<file path="config.mk">
export PLATFORM = sky130hd
export DESIGN_NAME = iap_flash_write_buffer_regs
export DESIGN_NICKNAME = d
export VERILOG_FILES = /design/src/iap_flash_write_buffer_regs.v /design/src/write_page_buffer.v
export VERILOG_INCLUDE_DIRS = /design/src
export SDC_FILE = /design/constraint.sdc
export NUM_CORES = 1
export LEC_CHECK = 0
export ABC_AREA = 1
export BUFFER_PORTS_ARGS = -buffer_cell sky130_fd_sc_hd__buf_2
export CORE_MARGIN = 2
export CORE_UTILIZATION = 45
export DETAILED_ROUTE_END_ITERATION = 7
export PLACE_DENSITY = 0.6
export SLEW_MARGIN = 15
export SYNTH_ARGS = -nofsm -noshare
export SYNTH_HDL_FRONTEND = slang
export SYNTH_SLANG_ARGS = --single-unit
export TNS_END_PERCENT = 20
</file>
<file path="constraint.sdc">
create_clock -name ref_clk -period 4.45 [get_ports ref_clk]
set_input_delay 0.6675 -clock ref_clk [delete_from_list [all_inputs] [get_ports ref_clk]]
set_output_delay 0.6675 -clock ref_clk [all_outputs]
set_load 0.02 [all_outputs]
</file>
<file path="src/iap_map.vh">
`ifndef IAP_MAP_VH
`define IAP_MAP_VH

// Register byte offsets, one aligned 32-bit word each
`define OFS_MAIN_CTRL      12'h000
`define OFS_RESET_PATTERN  12'h004
`define OFS_BUFFER_CTRL    12'h008
`define OFS_ADDR_LOW       12'h00c
`define OFS_ADDR_HIGH      12'h010
`define OFS_DATA0_LOW      12'h014
`define OFS_DATA0_HIGH     12'h018
`define OFS_DATA1_LOW      12'h01c
`define OFS_DATA1_HIGH     12'h020
`define OFS_DATA2_LOW      12'h024
`define OFS_DATA2_HIGH     12'h028
`define OFS_DATA3_LOW      12'h02c
`define OFS_DATA3_HIGH     12'h030

// Main control register fields
`define BIT_EW_ENABLED     7
`define MODE_MSB           6
`define MODE_LSB           4
`define BIT_ENABLE_TRIG    3
`define BIT_WRITE_START    2
`define BIT_READ_ENABLE    1
`define BIT_READ_START     0

// Buffer control register field
`define BIT_BUFFER_CLEAR   0

// Operation mode codes
`define MODE_WRITE         3'h0
`define MODE_PAGE_ERASE    3'h1
`define MODE_READ          3'h3
`define MODE_EW_ENABLE     3'h6

// Reset values
`define RST_BYTE           8'h00
`define RST_WORD           16'h0000

// Geometry
`define PAGE_WORDS         32
`define WORD_IDX_W         5
`define ADDR_HIGH_BITS     5
`define LAST_WORD_IDX      5'h1f

`endif

</file>
<file path="src/iap_flash_write_buffer_regs.v">
// What this block does
// Buffer loads only after erase/write enabled
// Clear bit runs clear, hardware drops it
// Software clears buffer before first use
// 32-word buffer mapped by page bits
// First low byte write only stores register
// First high byte write loads word, increments
// Address holds at last in-page word
// Finished flash write clears buffer automatically
// Software clears and reloads after bad verify
// 13-bit address, high reg bits 7-5 zero
// Two address, four data pairs, three controls
// Address, data registers read/write, reset zero
// Mode field: write, erase, read, enable
// Enabled status set by hardware, zero disables
// Write start set by software, hardware clears
// Disabled high byte write leaves buffer alone
//
// Chosen here: register access over APB and the address map.
`timescale 1ns/1ns
`default_nettype none
`include "iap_map.vh"

////////////////////////////////////////////////////////////////////////////
// Register map, one byte per aligned word:
//   main control, reset pattern, buffer control,
//   address low, address high, then four data pairs,
//   each pair with its low byte first and its high byte second.
// Only bits 7:0 of a word carry data; the rest read as zero.
// Unmapped words answer with an error and change nothing.
// The flash sequencing logic (enable procedure, erase, write and
// read timing) sits outside this block and talks to it through
// the pulse inputs and the status outputs below.
module iap_flash_write_buffer_regs #(
   parameter AW = 12
) (
   input  wire          ref_clk,
   input  wire          resetn,
   // APB slave
   input  wire          psel,
   input  wire          penable,
   input  wire          pwrite,
   input  wire [AW-1:0] paddr,
   input  wire [31:0]   pwdata,
   output reg  [31:0]   prdata,
   output wire          pready,
   output wire          pslverr,
   // Flash sequencing logic, same clock
   input  wire          ew_enable_success,  // Enable procedure passed
   input  wire          enable_timer_expired,
   input  wire          flash_write_done,
   input  wire          flash_read_done,
   input  wire [4:0]    buf_rd_index,
   output wire [15:0]   buf_rd_data,
   output wire [2:0]    operation_mode_field,
   output wire          write_start_flag,
   output wire          read_enable_bit,
   output wire          read_start_flag,
   output wire          enable_procedure_trigger,
   output wire          erase_write_enabled_status,
   output wire [7:0]    page_select_bits,
   output wire [12:0]   flash_address,
   output wire [7:0]    reset_pattern_register,
   output wire          buffer_clear_busy
);

   ////////////////////////////////////////////////////////////////////////////
   // Register state
   reg        ew_enabled_q;              // Erase/write enabled status
   reg [2:0]  mode_q;                    // Operation mode field
   reg        enable_trig_q;             // Enable procedure running
   reg        write_start_q;             // Write in progress
   reg        read_enable_q;             // Read function enabled
   reg        read_start_q;              // Read in progress
   reg [7:0]  reset_pattern_q;           // Chip reset pattern byte
   reg [7:0]  address_low_byte;          // Flash address 7..0
   reg [4:0]  address_high_byte;         // Flash address 12..8
   reg [7:0]  data_low_q  [0:3];         // Data pair low bytes
   reg [7:0]  data_high_q [0:3];         // Data pair high bytes
   integer    k;

   wire       clear_busy;                // Buffer sweep running
   wire       wr_access;                 // Write taken this edge
   wire       rd_setup;                  // Read setup cycle
   wire       mapped;                    // Address decodes
   wire [7:0] wbyte;                     // Written byte
   wire       wr_first_high;             // First high byte written
   wire       buffer_load;               // Word goes into buffer
   wire       buffer_clear_request;      // Start a clear sweep
   wire [7:0] first_data_low_byte;
   wire [7:0] first_data_high_byte;

   assign wbyte     = pwdata[7:0];
   assign mapped    = reg_hit(paddr);
   assign wr_access = psel & penable & pwrite & mapped;
   assign rd_setup  = psel & ~penable & ~pwrite;

   ////////////////////////////////////////////////////////////////////////////
   // Decode: true for any implemented register word
   // Byte lanes other than the lowest are not supported, so an
   // unaligned address is treated as unmapped rather than being
   // silently folded onto a neighbouring register.
   function reg_hit;
      input [AW-1:0] a;
      begin
         reg_hit = (a[1:0] == 2'h0) && (a <= `OFS_DATA3_HIGH);
      end
   endfunction

   // Index of a data pair from its offset (pairs start at data0 low)
   function [1:0] pair_of;
      input [AW-1:0] a;
      reg   [AW-1:0] rel;
      begin
         rel     = a - `OFS_DATA0_LOW;
         pair_of = rel[4:3];
      end
   endfunction

   ////////////////////////////////////////////////////////////////////////////
   // APB answers: zero wait states, unmapped words flag an error
   assign pready  = 1'b1;
   assign pslverr = psel & penable & ~mapped;

   ////////////////////////////////////////////////////////////////////////////
   // Buffer side effects of a first high byte write
   assign first_data_low_byte  = data_low_q[0];
   assign first_data_high_byte = data_high_q[0];
   assign wr_first_high = wr_access && (paddr == `OFS_DATA0_HIGH);
   // Loads are refused until erase/write has been enabled
   assign buffer_load = wr_first_high & ew_enabled_q;  // see
   // Software request or a finished flash write both start a sweep
   assign buffer_clear_request = (wr_access && (paddr == `OFS_BUFFER_CTRL)
                                  && wbyte[`BIT_BUFFER_CLEAR])
                                 | flash_write_done;  // see

   // The buffer is a separate module so that its clear sweep and its
   // read port towards the programming logic stay out of the register
   // decode. A clear costs one cycle per word; software sees the clear
   // bit high for the whole sweep and must wait for it to drop.
   write_page_buffer #(
      .DEPTH  (`PAGE_WORDS),
      .IDX_W  (`WORD_IDX_W),
      .WORD_W (16)
   ) u_buf (
      .ref_clk     (ref_clk),
      .resetn      (resetn),
      .load_valid  (buffer_load),
      // Word slot comes from the in-page address bits
      .load_index  (address_low_byte[`WORD_IDX_W-1:0]),
      // Freshly written high byte joins the stored low byte
      .load_word   ({wbyte, first_data_low_byte}),  // see
      .clear_start (buffer_clear_request),
      .clear_busy  (clear_busy),
      .rd_index    (buf_rd_index),
      .rd_data     (buf_rd_data)
   );

   ////////////////////////////////////////////////////////////////////////////
   // Flash address pair, with in-page auto increment
   // The increment is confined to the in-page bits, so a run of word
   // commits can never spill into the next page. Once the last word of
   // the page is reached, software has to load a new page address.
   always @(posedge ref_clk or negedge resetn) begin
      if (!resetn) begin
         address_low_byte  <= `RST_BYTE;
         address_high_byte <= 5'h00;
      end else if (wr_access && paddr == `OFS_ADDR_LOW) begin
         address_low_byte <= wbyte;
      end else if (wr_access && paddr == `OFS_ADDR_HIGH) begin
         // Only five bits exist above the low byte
         address_high_byte <= wbyte[`ADDR_HIGH_BITS-1:0];
      end else if (wr_first_high) begin
         // Tagging also advances during erase; stops on the page's last word
         if (address_low_byte[`WORD_IDX_W-1:0] != `LAST_WORD_IDX) begin
            address_low_byte <= address_low_byte + 8'h01;
         end
      end
   end

   ////////////////////////////////////////////////////////////////////////////
   // Data register pairs: plain storage
   // Pairs one to three are only stored and read back over APB; no output
   // carries them, and only the first pair feeds the write buffer.
   always @(posedge ref_clk or negedge resetn) begin
      if (!resetn) begin
         for (k = 0; k < 4; k = k + 1) begin
            data_low_q[k]  <= `RST_BYTE;
            data_high_q[k] <= `RST_BYTE;
         end
      end else if (wr_access && paddr >= `OFS_DATA0_LOW) begin
         // Low byte of a pair stores only; no buffer action here
         if (paddr[2] == 1'b1) begin
            data_low_q[pair_of(paddr)] <= wbyte;
         end else begin
            data_high_q[pair_of(paddr)] <= wbyte;
         end
      end
   end

   ////////////////////////////////////////////////////////////////////////////
   // Main control register; hardware sets win over same-cycle clears
   // The status bit is deliberately one-way from software: a stray write
   // of one must never unlock erase/write, while writing zero is the
   // safe direction and takes effect unless ew_enable_success fires in the same cycle.
   always @(posedge ref_clk or negedge resetn) begin
      if (!resetn) begin
         ew_enabled_q    <= 1'b0;
         mode_q          <= `MODE_WRITE;
         enable_trig_q   <= 1'b0;
         write_start_q   <= 1'b0;
         read_enable_q   <= 1'b0;
         read_start_q    <= 1'b0;
         reset_pattern_q <= `RST_BYTE;
      end else begin
         if (wr_access && paddr == `OFS_MAIN_CTRL) begin
            // Writing one to the status does nothing; zero disables
            if (!wbyte[`BIT_EW_ENABLED]) begin
               ew_enabled_q <= 1'b0;
            end
            mode_q        <= wbyte[`MODE_MSB:`MODE_LSB];
            enable_trig_q <= wbyte[`BIT_ENABLE_TRIG];
            write_start_q <= wbyte[`BIT_WRITE_START];
            read_enable_q <= wbyte[`BIT_READ_ENABLE];
            read_start_q  <= wbyte[`BIT_READ_START];
         end else begin
            // Completions clear only when software is not writing the main control register
            if (flash_write_done) begin
               write_start_q <= 1'b0;
            end
            if (flash_read_done) begin
               read_start_q <= 1'b0;
            end
            if (enable_timer_expired) begin
               enable_trig_q <= 1'b0;
            end
         end
         // Only the enable procedure may raise the status
         if (ew_enable_success) begin
            ew_enabled_q <= 1'b1;
         end
         if (wr_access && paddr == `OFS_RESET_PATTERN) begin
            reset_pattern_q <= wbyte;
         end
      end
   end

   ////////////////////////////////////////////////////////////////////////////
   // Read data captured in the setup cycle, presented in the access cycle
   // Capturing early keeps pready tied high at the cost of showing the
   // state as it was at the end of the setup cycle; a hardware event in
   // the access cycle itself shows up on the next read.
   always @(posedge ref_clk or negedge resetn) begin
      if (!resetn) begin
         prdata <= 32'h0000_0000;
      end else if (rd_setup) begin
         prdata <= 32'h0000_0000;
         case (paddr)
            `OFS_MAIN_CTRL: begin
               prdata[7:0] <= {ew_enabled_q, mode_q, enable_trig_q,
                               write_start_q, read_enable_q, read_start_q};
            end
            `OFS_RESET_PATTERN: begin
               prdata[7:0] <= reset_pattern_q;
            end
            `OFS_BUFFER_CTRL: begin
               // Bit stays high until the sweep has finished
               prdata[`BIT_BUFFER_CLEAR] <= clear_busy;
            end
            `OFS_ADDR_LOW: begin
               prdata[7:0] <= address_low_byte;
            end
            `OFS_ADDR_HIGH: begin
               // Upper three bits read as zero
               prdata[7:0] <= {3'h0, address_high_byte};
            end
            default: begin
               if (mapped && paddr >= `OFS_DATA0_LOW) begin
                  prdata[7:0] <= paddr[2] ? data_low_q[pair_of(paddr)]
                                          : data_high_q[pair_of(paddr)];
               end
            end
         endcase
      end
   end

   ////////////////////////////////////////////////////////////////////////////
   // Status outputs to the flash sequencing logic
   // All of these come straight from flip-flops, so the sequencer sees
   // glitch-free levels on the same clock.
   assign operation_mode_field       = mode_q;
   assign write_start_flag           = write_start_q;
   assign read_enable_bit            = read_enable_q;
   assign read_start_flag            = read_start_q;
   assign enable_procedure_trigger   = enable_trig_q;
   assign erase_write_enabled_status = ew_enabled_q;
   assign flash_address              = {address_high_byte, address_low_byte};
   assign page_select_bits           = flash_address[12:5];
   assign reset_pattern_register     = reset_pattern_q;
   assign buffer_clear_busy          = clear_busy;

   // High byte of the first pair is read back through the data decode
   wire unused_first_high;
   assign unused_first_high = ^first_data_high_byte;

endmodule
`default_nettype wire

</file>
<file path="src/write_page_buffer.v">
`timescale 1ns/1ns
`default_nettype none
`include "iap_map.vh"

// One-page write buffer with a word-per-cycle clear sweep
module write_page_buffer #(
   parameter DEPTH   = `PAGE_WORDS,
   parameter IDX_W   = `WORD_IDX_W,
   parameter WORD_W  = 16
) (
   input  wire              ref_clk,
   input  wire              resetn,
   input  wire              load_valid,   // Store one word
   input  wire [IDX_W-1:0]  load_index,
   input  wire [WORD_W-1:0] load_word,
   input  wire              clear_start,  // Begin a clear sweep
   output wire              clear_busy,   // Sweep in progress
   input  wire [IDX_W-1:0]  rd_index,
   output reg  [WORD_W-1:0] rd_data
);

   reg [WORD_W-1:0] mem [0:DEPTH-1];    // Page contents
   reg              busy_q;             // Sweep running
   reg [IDX_W-1:0]  sweep_q;            // Word being cleared
   integer          i;

   assign clear_busy = busy_q;

   ////////////////////////////////////////////////////////////////////////////
   // Sweep control; a new start restarts from word zero
   always @(posedge ref_clk or negedge resetn) begin
      if (!resetn) begin
         busy_q  <= 1'b0;
         sweep_q <= {IDX_W{1'b0}};
      end else if (clear_start) begin
         busy_q  <= 1'b1;
         sweep_q <= {IDX_W{1'b0}};
      end else if (busy_q) begin
         // Last word cleared ends the sweep
         if (sweep_q == DEPTH[IDX_W-1:0] - 1'b1) begin
            busy_q <= 1'b0;
         end
         sweep_q <= sweep_q + 1'b1;
      end
   end

   ////////////////////////////////////////////////////////////////////////////
   // Storage: array reset at power-on, then sweep or load
   always @(posedge ref_clk or negedge resetn) begin
      if (!resetn) begin
         for (i = 0; i < DEPTH; i = i + 1) begin
            mem[i] <= {WORD_W{1'b0}};
         end
      end else begin
         // Sweep first so a load to the same word in the same cycle wins
         if (busy_q) begin
            mem[sweep_q] <= {WORD_W{1'b0}};
         end
         if (load_valid) begin
            mem[load_index] <= load_word;
         end
      end
   end

   ////////////////////////////////////////////////////////////////////////////
   // Registered read port towards the flash programming logic
   always @(posedge ref_clk or negedge resetn) begin
      if (!resetn) begin
         rd_data <= {WORD_W{1'b0}};
      end else begin
         rd_data <= mem[rd_index];
      end
   end

endmodule
`default_nettype wire

</file>
==> flow_summary.json <==
{
  "synth_top_area_frac": 0.4703,
  "cts.sinks": 635,
  "grt_overflow": 0,
  "synth_area_um2": 33790,
  "synth_async_sr_flop_share": 1.000,
  "grtUsageTotal": 0.2779,
  "wl_mm": 108.5,
  "drive_above_1_share": 0.08480,
  "ir_drop_mv": 0.2292,
  "avgSynthCellArea_um2": 7.673,
  "h-tree-depth": 3,
  "dp_hpwl_mm": 61.31,
  "finalWorstSetupSlack_ns": 1.503,
  "antenna_found_initial": 3,
  "crit_start": "paddr[2]",
  "cts_resized": 0,
  "final-setup-viol-count": 0,
  "placed_cells": 5155,
  "synth.largest_area_cell": "dfrtp_1",
  "clock_path_buffers": 3,
  "arrival_ns": 3.46,
  "tightest_slew_ns": 1.101,
  "ys_ff_latch": 635,
  "fin_cells": 5285,
  "holdWs_ns": 0.07005,
  "dieArea_um2": 77290,
  "finalHoldViolations": 0,
  "syn_to_final_growth_pct": 8.995,
  "diodes": 0,
  "routedWlPerCell_um": 20.53,
  "die_h_um": 278.0,
  "grt_pass1_vias": 27657,
  "r2r-start": "u_buf.sweep_q[3]",
  "cp-end-kind": "register",
  "holdBufCountCts": 0,
  "relSlewSlack": 0.2657,
  "yosys_warnings": 0,
  "core_um2": 74450,
  "ff2ff_setup_slack_ns": 1.73,
  "synth_area_leaders": "dfrtp_1, nand2_1, o21ai_0",
  "clk_latency_ns": 0.62,
  "viasPerCell": 5.674,
  "fin_nets": 4335,
  "drtIter0Drc": 3170,
  "cts_buffers": 74,
  "synth_cell_types": 36,
  "status": "complete, no violations",
  "max_freq_mhz": 339.4,
  "chipWidth_um": 278.0,
  "rows": 100,
  "grt_pass1_wl_mm": 167.9,
  "rsz0062_at_grt": "no",
  "cts-root-buf": "clkbuf_16",
  "dr.pass1.iters": 6,
  "crit_type": "in2reg",
  "skew_ns": 0.03423,
  "via_count": 29989,
  "rr_endpoint": "u_buf.mem[19]",
  "place_congestion": 0.8179,
  "fin_crit_ns": 2.947,
  "synth_edf_count": 0,
  "cp.required_ns": 4.96,
  "cts_tree": "done",
  "pin_count": 146,
  "yosysSeqAreaShare": 0.4703,
  "pre_cts_ws_ns": 0.9177,
  "netlist_instances": 4403,
  "drv_cap": 0,
  "ant_nets": 0,
  "p_leak_nw": 14.71,
  "crit_path_end": "u_buf.mem[405]",
  "report.power.total_mw": 14.15,
  "drc": 0,
  "clk_transition_reported_paths_ns": 0.06,
  "finalCritPeriodShare": 0.6622,
  "grt_max_degree": 134,
  "crit_fanout": 32,
  "synth_flop_cell": "dfrtp_1",
  "final_max_slew_viol_count": 0,
  "post_cts_buffers": 0,
  "r2r_cells": 10,
  "powerDensity_nw_per_um2": 384.1,
  "start_kind": "primary input",
  "hold_path_class": "in2async",
  "setup_tns_ns": 0,
  "port_buffers": 96,
  "initial_core_util": 0.4538
}
## synth_stat cells (2+ instances only)
cell	number
nand2_1	1203
dfrtp_1	635
o21ai_0	581
o21ai_1	527
nor2_1	320
clkbuf_1	265
nand3_1	152
inv_1	139
o21bai_1	127
buf_2	83
o211ai_1	74
buf_4	48
o221ai_1	48
a21oi_1	28
nor2_2	22
o21a_1	19
buf_6	16
o31ai_1	16
ha_1	15
or2_2	15
buf_1	14
nor3_1	13
nor2_8	10
nand3_4	8
xor2_1	5
inv_2	3
nand2_2	3
nand4_1	3
and3_1	2
conb_1	2
xnor2_1	2
## cell families after synthesis
group / Yosys count / synth area share
flops: 635 / 0.4703
compound gates: 1421 / 0.2336
simple gates: 1753 / 0.2126
buf+inv: 570 / 0.07584
xor+xnor: 7 / 0.001815
other cells: 2 / 0.0002223
fa+ha+maj: 15 / 0.005555
## per-stage QoR
step           instance area (um^2)    util
2_1_floorplan                 33870       -
3_3_place_gp                  34460  0.4629
3_5_place_dp                  34460  0.4629
4_1_cts                       36830  0.4947
5_1_grt                       36830  0.4947
6_report                      36830  0.4947
## routing by layer
layer	up-vias	track usage	routed length [um]
li1	14315	-	-
met1	14399	0.3976	48370
met2	1107	0.4328	49050
met3	166	0.05154	8428
met4	2	0.07623	2656
met5	-	0	13
## area by class of cell
| type | count | area, um^2 |
|---|---|---|
| clock buffers | 119 | 2243 |
| clock inverters | 11 | 122.6 |
| fillers | 7250 | 37620 |
| inverters | 143 | 544.3 |
| multi-input cells | 3221 | 15460 |
| flip-flops and latches | 635 | 15890 |
| well taps | 969 | 1212 |
| repair buffers | 187 | 1351 |
## critical path, cell delays in order
cell and delay, ns:
buf_2 0.23, inv_1 0.17, ha_1 0.19, inv_1 0.06
nand3_1 0.06, nand2_1 0.08, nor2_4 0.15, nand2_2 0.15
inv_2 0.18, nand3_4 0.41, buf_4 0.45, nor2_8 0.43
nand2_1 0.09, o21ai_1 0.10
## worst min path at each step
stage	end	slack (ns)	depth (start not counted)
2_1_floorplan	address_high_byte[0]	0.37	0
3_3_place_gp	data_low_q[22]	0.47	2
3_5_place_dp	prdata[4]	0.47	2
4_1_cts	u_buf.mem[336]	0.11	1
5_1_grt	u_buf.mem[340]	0.11	1
6_report	u_buf.mem[340]	0.07	1
## report_power, final
part	switching, mW	internal, mW	leakage (nW)
Sequential	0.230	6.23	7.06
Combinational	1.13	0.530	6.49
Clock	2.47	3.55	1.16
## state kept, by name (all words and copies together) (netlist names)
name	count
read_start_flag	1
address_low_byte	8
operation_mode_field	3
address_high_byte	5
read_enable_bit	1
erase_write_enabled_status	1
u_buf.mem	512
u_buf.clear_busy	1
prdata	8
data_low_q	24
u_buf.sweep_q	5
reset_pattern_register	8
u_buf.rd_data	16
write_start_flag	1
enable_procedure_trigger	1
first_data_high_byte	8
data_high_q	24
first_data_low_byte	8
## placed cells by master, fill, tap and decap left out, types with 19 or more instances in the layout
| cell type | n |
|---|---|
| clkbuf_1 | 25 |
| dfrtp_1 | 634 |
| a21oi_1 | 28 |
| o221ai_1 | 48 |
| nand2_1 | 1197 |
| nor2_1 | 319 |
| inv_1 | 138 |
| nor2_2 | 22 |
| clkbuf_16 | 76 |
| o21bai_1 | 127 |
| o21ai_1 | 527 |
| o21a_1 | 19 |
| o211ai_1 | 74 |
| conb_1 | 25 |
| buf_4 | 78 |
| clkbuf_8 | 19 |
| nand3_1 | 151 |
| o21ai_0 | 581 |
| buf_2 | 93 |
Power figures use the tool's default switching activity.
